## config.mk

```make
export PLATFORM = sky130hd
export DESIGN_NAME = tocc_top
export DESIGN_NICKNAME = d
export VERILOG_FILES = /design/src/hw/tocc_unit.v /design/src/hw/tocc_edge.v /design/src/hw/tocc_top.v
export VERILOG_INCLUDE_DIRS = /design/src /design/src/hw
export SDC_FILE = /design/constraint.sdc
export NUM_CORES = 1
export LEC_CHECK = 0
export BUFFER_PORTS_ARGS = -buffer_cell sky130_fd_sc_hd__buf_2
export CORE_ASPECT_RATIO = 0.75
export CORE_MARGIN = 8
export CORE_UTILIZATION = 50
export DETAILED_ROUTE_END_ITERATION = 8
export MAX_ROUTING_LAYER = met4
export PLACE_DENSITY = 0.68
export SYNTH_ARGS = -nofsm -noshare
export SYNTH_HDL_FRONTEND = slang
export SYNTH_SLANG_ARGS = --single-unit
export TNS_END_PERCENT = 50
```

## constraint.sdc

```tcl
create_clock -name aclk -period 6.5 [get_ports aclk]
set_input_delay 0.325 -clock aclk [delete_from_list [all_inputs] [get_ports aclk]]
set_output_delay 0.325 -clock aclk [all_outputs]
set_load 0.05 [all_outputs]
```

## src/hw/tocc_map.vh

```
`ifndef TOCC_MAP_VH
`define TOCC_MAP_VH
// ----------------------------------------------------------------
// register byte addresses
// ----------------------------------------------------------------
`define TOCC_ADDR_CTL1      12'h538
`define TOCC_ADDR_INDEX     12'h500
`define TOCC_ADDR_TSCTL     12'h504
`define TOCC_ADDR_TARGET    12'h510
`define TOCC_ADDR_SYSTIME   12'h514
`define TOCC_ADDR_STATUS    12'h520
`define TOCC_ADDR_IRQ_EN    12'h524
`define TOCC_ADDR_IRQ_CLR   12'h528
// ----------------------------------------------------------------
// control 1 field positions
// ----------------------------------------------------------------
`define TOCC_BIT_CHAIN_EN   31
`define TOCC_BIT_TAIL       30
`define TOCC_BIT_UPSEL_HI   27
`define TOCC_BIT_UPSEL_LO   26
`define TOCC_BIT_NOW        25
`define TOCC_BIT_NOTIFY     24
`define TOCC_BIT_EDGE       23
`define TOCC_CTL1_MASK      32'hCF800000
`define TOCC_CTL1_RESET     32'h00000000
// ----------------------------------------------------------------
// timestamp control bits, index pointer, status layout
// ----------------------------------------------------------------
`define TOCC_BIT_ACTIVE     4
`define TOCC_BIT_UNIT_EN    3
`define TOCC_BIT_SOFT_RST   2
`define TOCC_IDX_HI         1
`define TOCC_IDX_LO         0
`define TOCC_ST_DONE_LO     0
`define TOCC_ST_FAULT_LO    4
// ----------------------------------------------------------------
// bus responses
// ----------------------------------------------------------------
`define TOCC_RESP_OKAY      2'h0
`define TOCC_RESP_SLVERR    2'h2
`endif

```

## src/hw/tocc_unit.v

```verilog
`timescale 1ns/10ps
`include "tocc_map.vh"
// one trigger output unit: start, fire, repeat, flag
module tocc_unit #(
  parameter TW = 32
) (
  // clock and reset
  input  wire          aclk,
  input  wire          aresetn,
  // configuration
  input  wire          chain_enable,
  input  wire          tail,
  input  wire          fire_now,
  input  wire          notify,
  input  wire          unit_soft_reset,
  input  wire [15:0]   iter_count,
  input  wire          any_tail,
  // start sources
  input  wire          arm,
  input  wire          upstream_done,
  input  wire [TW-1:0] target_time,
  input  wire [TW-1:0] sys_time,
  // results
  output reg           active,
  output reg           fire,
  output reg           done_pulse,
  output reg           fault_pulse,
  output reg           link_pulse   // start pulse for followers
);
  reg [15:0] iters;   // completed passes while tail
  wire       reached;
  wire       past;
  assign reached = (sys_time == target_time);
  assign past    = (sys_time > target_time);
  // ----------------------------------------------------------------
  // unit sequencer
  // ----------------------------------------------------------------
  always @(posedge aclk) begin
    fire        <= 1'b0;
    done_pulse  <= 1'b0;
    fault_pulse <= 1'b0;
    link_pulse  <= 1'b0;
    if (!aresetn || unit_soft_reset) begin // [RULE13]
      active <= 1'b0;
      iters  <= 16'h0000;
    end else if (!active) begin
      // standalone units start from software, chained ones from software or upstream
      if (arm || (chain_enable && upstream_done)) begin // [RULE1] [RULE12]
        active <= 1'b1;
      end
    end else if (reached || (past && fire_now)) begin // [RULE7] [RULE8] [RULE14]
      fire        <= 1'b1;
      active      <= 1'b0;
      done_pulse  <= notify; // [RULE9]
      // last tail pass sends no link, so the chain stops [RULE2] [RULE3]
      link_pulse  <= !(chain_enable && tail && any_tail && (iters == iter_count));
      if (chain_enable && tail && any_tail) begin // [RULE2]
        iters <= (iters == iter_count) ? 16'h0000 : iters + 16'h0001;
      end
    end else if (past && !fire_now) begin
      // target already gone and no late firing allowed: fault
      active      <= 1'b0;
      fault_pulse <= notify; // [RULE9]
    end
  end
  // no tail anywhere: count is ignored and the loop never ends [RULE3]
endmodule // tocc_unit

```

## src/hw/tocc_edge.v

```verilog
`timescale 1ns/10ps
`include "tocc_map.vh"
// output stage: toggles on rising or falling edge by selection
module tocc_edge (
  // clock and reset
  input  wire aclk,
  input  wire aresetn,
  // control
  input  wire fall_sel,
  input  wire fire,
  // output
  output reg  trig_out
);
  reg pos_q;  // rising edge copy
  reg neg_q;  // falling edge copy
  // ----------------------------------------------------------------
  // rising edge stage
  // ----------------------------------------------------------------
  always @(posedge aclk) begin
    if (!aresetn) pos_q <= 1'b0;
    else if (fire) pos_q <= ~pos_q;
  end
  // ----------------------------------------------------------------
  // falling edge stage, fed from rising copy
  // ----------------------------------------------------------------
  always @(negedge aclk) begin
    if (!aresetn) neg_q <= 1'b0;
    else neg_q <= pos_q;
  end
  // pick which stage drives the pin
  always @* begin
    trig_out = fall_sel ? neg_q : pos_q; // [RULE10]
  end
endmodule // tocc_edge

```

## src/hw/tocc_top.v

```verilog
`timescale 1ns/10ps
`include "tocc_map.vh"
// --------------------------------------------------------------------
// Overview of operation
// RULE1: chain enable selects cascade or standalone
// RULE2: tail bit marks last unit of chain
// RULE3: no tail anywhere means endless repetition
// RULE4: software soft reset ends an endless loop
// RULE5: upstream select picks starting done signal
// RULE6: software programs upstream selects to close loop
// RULE7: immediate bit fires when target already past
// RULE8: otherwise wait until system time reaches target
// RULE9: notify gates done, fault flags, interrupt
// RULE10: edge bit selects falling or rising output
// RULE11: accesses go to unit chosen by index
// RULE12: software enables only the chain head
// RULE13: soft reset returns unit to defaults
// RULE14: enabled unit fires when times meet
// --------------------------------------------------------------------
module tocc_top #(
  parameter NU = 3,   // number of trigger units
  parameter TW = 32   // time width
) (
  // clock and reset
  input  wire          aclk,
  input  wire          aresetn,
  // write address channel
  input  wire [11:0]   s_axi_awaddr,
  input  wire          s_axi_awvalid,
  output reg           s_axi_awready,
  // write data channel
  input  wire [31:0]   s_axi_wdata,
  input  wire [3:0]    s_axi_wstrb,
  input  wire          s_axi_wvalid,
  output reg           s_axi_wready,
  // write response channel
  output reg  [1:0]    s_axi_bresp,
  output reg           s_axi_bvalid,
  input  wire          s_axi_bready,
  // read address channel
  input  wire [11:0]   s_axi_araddr,
  input  wire          s_axi_arvalid,
  output reg           s_axi_arready,
  // read data channel
  output reg  [31:0]   s_axi_rdata,
  output reg  [1:0]    s_axi_rresp,
  output reg           s_axi_rvalid,
  input  wire          s_axi_rready,
  // time and outputs
  input  wire [TW-1:0] sys_time,
  output reg  [NU-1:0] trig_out,
  output reg           irq
);
  // ------------------------------------------------------------------
  // storage
  // ------------------------------------------------------------------
  reg  [31:0]   ctl1 [0:NU-1];   // per unit control 1
  reg  [TW-1:0] target [0:NU-1]; // per unit target time
  reg  [15:0]   iter [0:NU-1];   // per unit iteration count
  reg  [1:0]    unit_idx;        // indexed access pointer
  reg  [NU-1:0] soft_rst;        // per unit soft reset
  reg  [NU-1:0] arm;             // one cycle start pulse
  reg  [NU-1:0] unit_finished_flag; // sticky done
  reg  [NU-1:0] unit_fault_flag;    // sticky fault
  reg  [7:0]    irq_en;          // interrupt enables
  reg  [11:0]   aw_addr;         // captured write address
  reg           aw_have;         // write address held
  reg  [31:0]   w_data;          // captured write data
  reg  [3:0]    w_strb;          // captured strobes
  reg           w_have;          // write data held
  wire [NU-1:0] active;
  wire [NU-1:0] fire;
  wire [NU-1:0] done_p;
  wire [NU-1:0] fault_p;
  wire [NU-1:0] pin;
  wire [NU-1:0] up_done;
  wire [NU-1:0] link_p;          // start pulse to followers
  wire          any_tail;
  wire [7:0]    status_w;
  reg  [NU-1:0] tails;
  integer       k;

  // merge byte strobes into an old value
  function [31:0] tocc_merge;
    input [31:0] old_v;
    input [31:0] new_v;
    input [3:0]  strb;
    integer b;
    begin
      // lanes without a strobe keep old bytes
      tocc_merge = old_v;
      for (b = 0; b < 4; b = b + 1) begin
        if (strb[b]) tocc_merge[b*8 +: 8] = new_v[b*8 +: 8];
      end
    end
  endfunction

  // select link pulse of upstream unit, code n in 1..3 is unit n-1, 0 none
  function tocc_pick;
    input [1:0]    sel;
    input [NU-1:0] done_v;
    begin
      tocc_pick = (sel == 2'h0) ? 1'b0 : done_v[sel - 2'h1];
    end
  endfunction

  // ------------------------------------------------------------------
  // cascade wiring
  // ------------------------------------------------------------------
  // tail counts only on a chained unit
  always @* begin
    for (k = 0; k < NU; k = k + 1) begin
      tails[k] = ctl1[k][`TOCC_BIT_CHAIN_EN] & ctl1[k][`TOCC_BIT_TAIL];
    end
  end
  assign any_tail = |tails; // [RULE3]

  // one sequencer and one edge stage per unit
  genvar g;
  generate
    for (g = 0; g < NU; g = g + 1) begin : gu
      // upstream unit chosen by two-bit select
      // a finished tail sends no link, ending the chain
      assign up_done[g] = tocc_pick(ctl1[g][`TOCC_BIT_UPSEL_HI:`TOCC_BIT_UPSEL_LO], link_p); // [RULE5]
      tocc_unit #(.TW(TW)) u_unit (
        .aclk            (aclk),
        .aresetn         (aresetn),
        .chain_enable    (ctl1[g][`TOCC_BIT_CHAIN_EN]),
        .tail            (ctl1[g][`TOCC_BIT_TAIL]),
        .fire_now        (ctl1[g][`TOCC_BIT_NOW]),
        .notify          (ctl1[g][`TOCC_BIT_NOTIFY]),
        .unit_soft_reset (soft_rst[g]),
        .iter_count      (iter[g]),
        .any_tail        (any_tail),
        .arm             (arm[g]),
        .upstream_done   (up_done[g]),
        .target_time     (target[g]),
        .sys_time        (sys_time),
        .active          (active[g]),
        .fire            (fire[g]),
        .done_pulse      (done_p[g]),
        .fault_pulse     (fault_p[g]),
        .link_pulse      (link_p[g])
      );
      tocc_edge u_edge (
        .aclk     (aclk),
        .aresetn  (aresetn),
        .fall_sel (ctl1[g][`TOCC_BIT_EDGE]),
        .fire     (fire[g]),
        .trig_out (pin[g])
      );
    end
  endgenerate

  // ------------------------------------------------------------------
  // output stage
  // ------------------------------------------------------------------
  // pins pass straight from the edge flops so a
  // falling-edge change is not moved to a rising one
  always @* begin
    trig_out = pin; // [RULE10]
  end

  // interrupt level
  always @(posedge aclk) begin
    if (!aresetn) begin
      irq <= 1'b0;
    end else begin
      irq <= |(status_w & irq_en); // [RULE9]
    end
  end

  // ------------------------------------------------------------------
  // write path: address and data in either order
  // ------------------------------------------------------------------
  // answer waits for both halves
  wire wr_go;
  assign wr_go = aw_have && w_have && !s_axi_bvalid;

  always @(posedge aclk) begin
    if (!aresetn) begin
      aw_have       <= 1'b0;
      w_have        <= 1'b0;
      aw_addr       <= 12'h000;
      w_data        <= 32'h00000000;
      w_strb        <= 4'h0;
      s_axi_awready <= 1'b0;
      s_axi_wready  <= 1'b0;
      s_axi_bvalid  <= 1'b0;
      s_axi_bresp   <= `TOCC_RESP_OKAY;
    end else begin
      // each ready offered only while its own half is not held
      s_axi_awready <= !aw_have && !(s_axi_awvalid && s_axi_awready);
      s_axi_wready  <= !w_have && !(s_axi_wvalid && s_axi_wready);
      if (s_axi_awvalid && s_axi_awready) begin
        aw_have <= 1'b1;
        aw_addr <= s_axi_awaddr;
      end
      if (s_axi_wvalid && s_axi_wready) begin
        w_have <= 1'b1;
        w_data <= s_axi_wdata;
        w_strb <= s_axi_wstrb;
      end
      if (wr_go) begin
        aw_have      <= 1'b0;
        w_have       <= 1'b0;
        s_axi_bvalid <= 1'b1;
        s_axi_bresp  <= wr_hit(aw_addr) ? `TOCC_RESP_OKAY : `TOCC_RESP_SLVERR;
      end else if (s_axi_bvalid && s_axi_bready) begin
        s_axi_bvalid <= 1'b0;
      end
    end
  end

  // decode of writable addresses
  function wr_hit;
    input [11:0] a;
    begin
      wr_hit = (a == `TOCC_ADDR_CTL1) || (a == `TOCC_ADDR_INDEX) ||
               (a == `TOCC_ADDR_TSCTL) || (a == `TOCC_ADDR_TARGET) ||
               (a == `TOCC_ADDR_IRQ_EN) || (a == `TOCC_ADDR_IRQ_CLR);
    end
  endfunction

  // ------------------------------------------------------------------
  // register writes
  // ------------------------------------------------------------------
  // merged write words
  wire [31:0] wv_ctl;
  wire [31:0] wv_ts;
  wire [31:0] wv_iter;
  assign wv_ctl  = tocc_merge(ctl1[unit_idx], w_data, w_strb) & `TOCC_CTL1_MASK;
  assign wv_ts   = tocc_merge(32'h00000000, w_data, w_strb);
  assign wv_iter = tocc_merge({16'h0000, iter[unit_idx]}, w_data, w_strb);

  always @(posedge aclk) begin
    // enable and soft reset are one-cycle pulses
    arm      <= {NU{1'b0}};
    soft_rst <= {NU{1'b0}};
    if (!aresetn) begin
      unit_idx <= 2'h0;
      irq_en   <= 8'h00;
      for (k = 0; k < NU; k = k + 1) begin
        ctl1[k]   <= `TOCC_CTL1_RESET;
        target[k] <= {TW{1'b0}};
        iter[k]   <= 16'h0000;
      end
    end else begin
      for (k = 0; k < NU; k = k + 1) begin
        // soft reset restores default settings of that unit [RULE13]
        if (soft_rst[k]) begin
          ctl1[k]   <= `TOCC_CTL1_RESET;
          target[k] <= {TW{1'b0}};
          iter[k]   <= 16'h0000;
        end
      end
      // index 3 names no unit: unit register writes dropped
      if (wr_go && unit_idx < NU) begin
        case (aw_addr)
          `TOCC_ADDR_CTL1: begin
            ctl1[unit_idx] <= wv_ctl;                       // [RULE11]
            iter[unit_idx] <= wv_iter[15:0];
          end
          `TOCC_ADDR_TARGET: begin
            target[unit_idx] <= wv_ts[TW-1:0];              // [RULE11]
          end
          `TOCC_ADDR_TSCTL: begin
            // enable and soft reset act on the indexed unit [RULE4]
            arm[unit_idx]      <= wv_ts[`TOCC_BIT_UNIT_EN];  // [RULE11]
            soft_rst[unit_idx] <= wv_ts[`TOCC_BIT_SOFT_RST]; // [RULE13]
          end
          default: begin
          end
        endcase
      end
      if (wr_go && aw_addr == `TOCC_ADDR_INDEX) begin
        unit_idx <= wv_ts[`TOCC_IDX_HI:`TOCC_IDX_LO];
      end
      if (wr_go && aw_addr == `TOCC_ADDR_IRQ_EN) begin
        irq_en <= wv_ts[7:0];
      end
    end
  end

  // ------------------------------------------------------------------
  // sticky status: set wins over clear
  // ------------------------------------------------------------------
  // write one to clear
  wire [7:0] clr_v;
  assign clr_v = (wr_go && aw_addr == `TOCC_ADDR_IRQ_CLR) ? wv_ts[7:0] : 8'h00;

  always @(posedge aclk) begin
    if (!aresetn) begin
      unit_finished_flag <= {NU{1'b0}};
      unit_fault_flag    <= {NU{1'b0}};
    end else begin
      unit_finished_flag <= (unit_finished_flag & ~clr_v[NU-1:0]) | done_p;  // [RULE9]
      unit_fault_flag    <= (unit_fault_flag & ~clr_v[`TOCC_ST_FAULT_LO +: NU]) | fault_p; // [RULE9]
    end
  end
  // done in 2:0, fault in 6:4
  assign status_w = {1'b0, unit_fault_flag, 1'b0, unit_finished_flag};

  // ------------------------------------------------------------------
  // read path: one cycle after address acceptance
  // ------------------------------------------------------------------
  always @(posedge aclk) begin
    if (!aresetn) begin
      s_axi_arready <= 1'b0;
      s_axi_rvalid  <= 1'b0;
      s_axi_rdata   <= 32'h00000000;
      s_axi_rresp   <= `TOCC_RESP_OKAY;
    end else begin
      // one read in flight at a time
      s_axi_arready <= !s_axi_rvalid && !(s_axi_arvalid && s_axi_arready);
      if (s_axi_arvalid && s_axi_arready) begin
        s_axi_rvalid <= 1'b1;
        s_axi_rresp  <= `TOCC_RESP_OKAY;
        case (s_axi_araddr)
          `TOCC_ADDR_CTL1:    s_axi_rdata <= (unit_idx < NU) ?
                                (ctl1[unit_idx] | {16'h0000, iter[unit_idx]}) : 32'h00000000; // [RULE11]
          `TOCC_ADDR_INDEX:   s_axi_rdata <= {30'h00000000, unit_idx};
          `TOCC_ADDR_TSCTL:   s_axi_rdata <= (unit_idx < NU) ?
                                ({27'h0000000, active[unit_idx], 4'h0}) : 32'h00000000;
          `TOCC_ADDR_TARGET:  s_axi_rdata <= (unit_idx < NU) ? target[unit_idx] : 32'h00000000;
          `TOCC_ADDR_SYSTIME: s_axi_rdata <= sys_time;
          `TOCC_ADDR_STATUS:  s_axi_rdata <= {24'h000000, status_w};
          `TOCC_ADDR_IRQ_EN:  s_axi_rdata <= {24'h000000, irq_en};
          `TOCC_ADDR_IRQ_CLR: s_axi_rdata <= 32'h00000000;
          // unmapped: error, zero data
          default: begin
            s_axi_rdata <= 32'h00000000;
            s_axi_rresp <= `TOCC_RESP_SLVERR;
          end
        endcase
      end else if (s_axi_rvalid && s_axi_rready) begin
        s_axi_rvalid <= 1'b0;
      end
    end
  end
  // upstream select values that close a loop are software's job [RULE6]
endmodule // tocc_top

```

==> impl_metrics.json <==
{
  "wl_um": 59200,
  "overflow": 0,
  "cp.required_ns": 6.17,
  "gp_congestion": 0.935,
  "synthMuxAreaShare_pct": 6.64,
  "synth_fa_ha_area_share_pct": 6.36,
  "ys_async_sr_fraction_pct": 0,
  "report.final.slew_viol_count": 0,
  "grt_first_pass_wirelength_um": 90200,
  "finalHoldWorstSlack_ns": 0.0200,
  "final_util_pct": 57.6,
  "post-synth-top-count-cell": "nor2_1",
  "avgSynthCellArea_um2": 10.0,
  "ys_seq_area_share_pct": 51.2,
  "wl_per_cell_um": 21.7,
  "numCtsBuffers": 41,
  "synthFlopType": "edfxtp_1",
  "post-place-cells": 2645,
  "critPathMaxFanout": 1,
  "cts_buffer_depth": 3,
  "yosys_register_bits": 403,
  "grt_pass1_vias": 15356,
  "fin_setup_tns_ns": 0,
  "yosys.area.top_type": "edfxtp_1",
  "cts_root_buf": "clkbuf_16",
  "row_count": 63,
  "synth_commonest_cells": "nor2_1, nand2_1, edfxtp_1",
  "synth.top_cell.area_share_pct": 32.9,
  "diodes": 0,
  "fin_area_mm2": 0.0228,
  "synth-edff-count": 220,
  "placed_area_mm2": 0.0215,
  "die_width_um": 247,
  "finalHoldViolCount": 0,
  "synth_cell_types": 69,
  "core-area_mm2": 0.0396,
  "rsz0062_at_grt": "no",
  "path_class": "reg -> out",
  "synth_top_family_by_area": "simple AND/OR/NAND/NOR gates",
  "critPathCaptureType": "output port",
  "netlist_instances": 2001,
  "postCtsSetupBuffers": 0,
  "p_per_area_mw_per_mm2": 246,
  "hp-class": "in -> reg",
  "status": "finished, final reports clean",
  "postCtsResizedCells": 0,
  "areaGrowthSynthToFinish_pct": 13.6,
  "finalSetupViolations": 0,
  "num-nets-final": 2371,
  "grt_max_degree": 56,
  "die_h_um": 189,
  "cp-start-kind": "flip-flop",
  "skew_ns": 0.0524,
  "drtIter0Drc": 1754,
  "cp.arrival_ns": 4.59,
  "relSlewSlack_pct": 15.4,
  "leakagePower_nw": 8.91,
  "drc": 0,
  "tritoncts": "built",
  "drive_gt1_share_pct": 14.4,
  "synth-xor-area-share_pct": 2.27,
  "yosys.area_share.simple_pct": 15.6,
  "ir_drop_mv": 0.175,
  "initial_utilization_pct": 50.7,
  "die-area_mm2": 0.0469,
  "routed_via_density": 5.83,
  "hpwl_um": 43000,
  "antenna_found_initial": 0,
  "syn_area_mm2": 0.0201,
  "clk_pin_slew_ns": 0.06,
  "dr.pass1.iters": 6,
  "final_antenna_net_count": 0,
  "yosys-top-cells-area": "edfxtp_1, dfxtp_1, ha_1",
  "clk_latency_ns": 0.58,
  "tightest_slew_ns": 1.27,
  "ys_warn_count": 0,
  "track_usage_pct": 25.6,
  "io_buffers": 141,
  "num_vias": 15844,
  "postCtsHoldBufs": 0,
  "htreeDepth": 2,
  "ioPinCount": 144,
  "cap_violations": 0,
  "layoutNonFillerInstCount": 2720,
  "clock_sinks": 403,
  "synth-compound-area-share_pct": 12.5
}
[report_power, final]
| part | internal (W) | total (W) | leakage, nW | switching [W] |
|---|---|---|---|---|
| logic | 0.000136 | 0.000411 | 4.48 | 0.000276 |
| clock network | 0.00139 | 0.00238 | 0.684 | 0.000987 |
| registers | 0.00276 | 0.00281 | 3.75 | 0.0000550 |
[per-layer routing]
layer  wire length (µm)  part of all wire (%)  track usage, %
met1              26200                    44            35.7
met2              24900                    42            36.3
met3               6610                    11            7.21
met5                  0                     0               -
met4               1520                   2.6            7.25
[worst max-delay path, cell delays in order, from the launching register on]
cell	delay (ns)
dfxtp_1	0.29
mux2_2	0.26
buf_2	0.21
[registers in the layout (all words and copies together), names as in the netlist, 2 cells and up, named ones only]
signal,count
gu.u_unit.link_pulse,3
gu.u_edge.neg_q,3
irq_en,8
gu.u_unit.iters,48
w_data,32
gu.u_unit.active,3
gu.u_unit.fault_pulse,3
soft_rst,3
gu.u_edge.pos_q,3
unit_finished_flag,3
ctl1,28
iter,64
gu.u_unit.fire,3
gu.u_unit.done_pulse,3
w_strb,4
arm,3
target,128
s_axi_rdata,32
unit_idx,2
unit_fault_flag,3
aw_addr,12
[cell families after synthesis]
logic type,after synthesis
flip-flops,403
AO/OA/AOI/OAI,391
buffers and inverters,281
adder cells (fa/ha/maj),102
multiplexers,64
XOR/XNOR,52
AND/OR/NAND/NOR,707
other,1
[layout make-up]
class,count,area [µm²]
fillers,3452,16800
inverters,181,679
clock buffers,54,1160
repair buffers,167,901
multi-input cells,1373,8940
well taps,520,651
clock inverters,22,184
flip-flops and latches,403,10300
[per-stage QoR]
step | total power, W | setup WS [ns]
after floorplan | 0.00311 | 2.22
after global placement | 0.00326 | 2.19
after detailed placement | 0.00327 | 2.18
after CTS | 0.00563 | 1.57
after global routing | 0.00579 | 1.53
final | 0.00560 | 1.58
[worst paths after layout]
path | from | to | slack, ns | depth (start not counted)
hold / removal | s_axi_awaddr[7] | aw_addr[7]$_SDFFE_PN0P_ | 0.02 | 3
hold reg to reg | w_have$_SDFFE_PP0P_ | s_axi_wready$_SDFF_PN0_ | 0.44 | 1
setup reg to reg | w_have$_SDFFE_PP0P_ | target[1][6]$_SDFFCE_PN0P_ | 2.47 | 9
setup / recovery | gu[2].u_edge.neg_q$_SDFF_NN0_ | trig_out[2] | 1.58 | 2
[placed cells by master, fill, tap and decap left out, types with 37 or more instances in the layout]
cell,n
clkbuf_16,42
buf_2,141
edfxtp_1,220
a22oi_1,37
mux4_2,55
nand2_1,234
nor2_1,285
inv_1,184
conb_1,57
dfxtp_1,181
a21oi_1,144
ha_1,102
o211ai_1,47
o21ai_0,49
xnor2_1,51
Note: power is estimated with default switching activity, not from simulation.
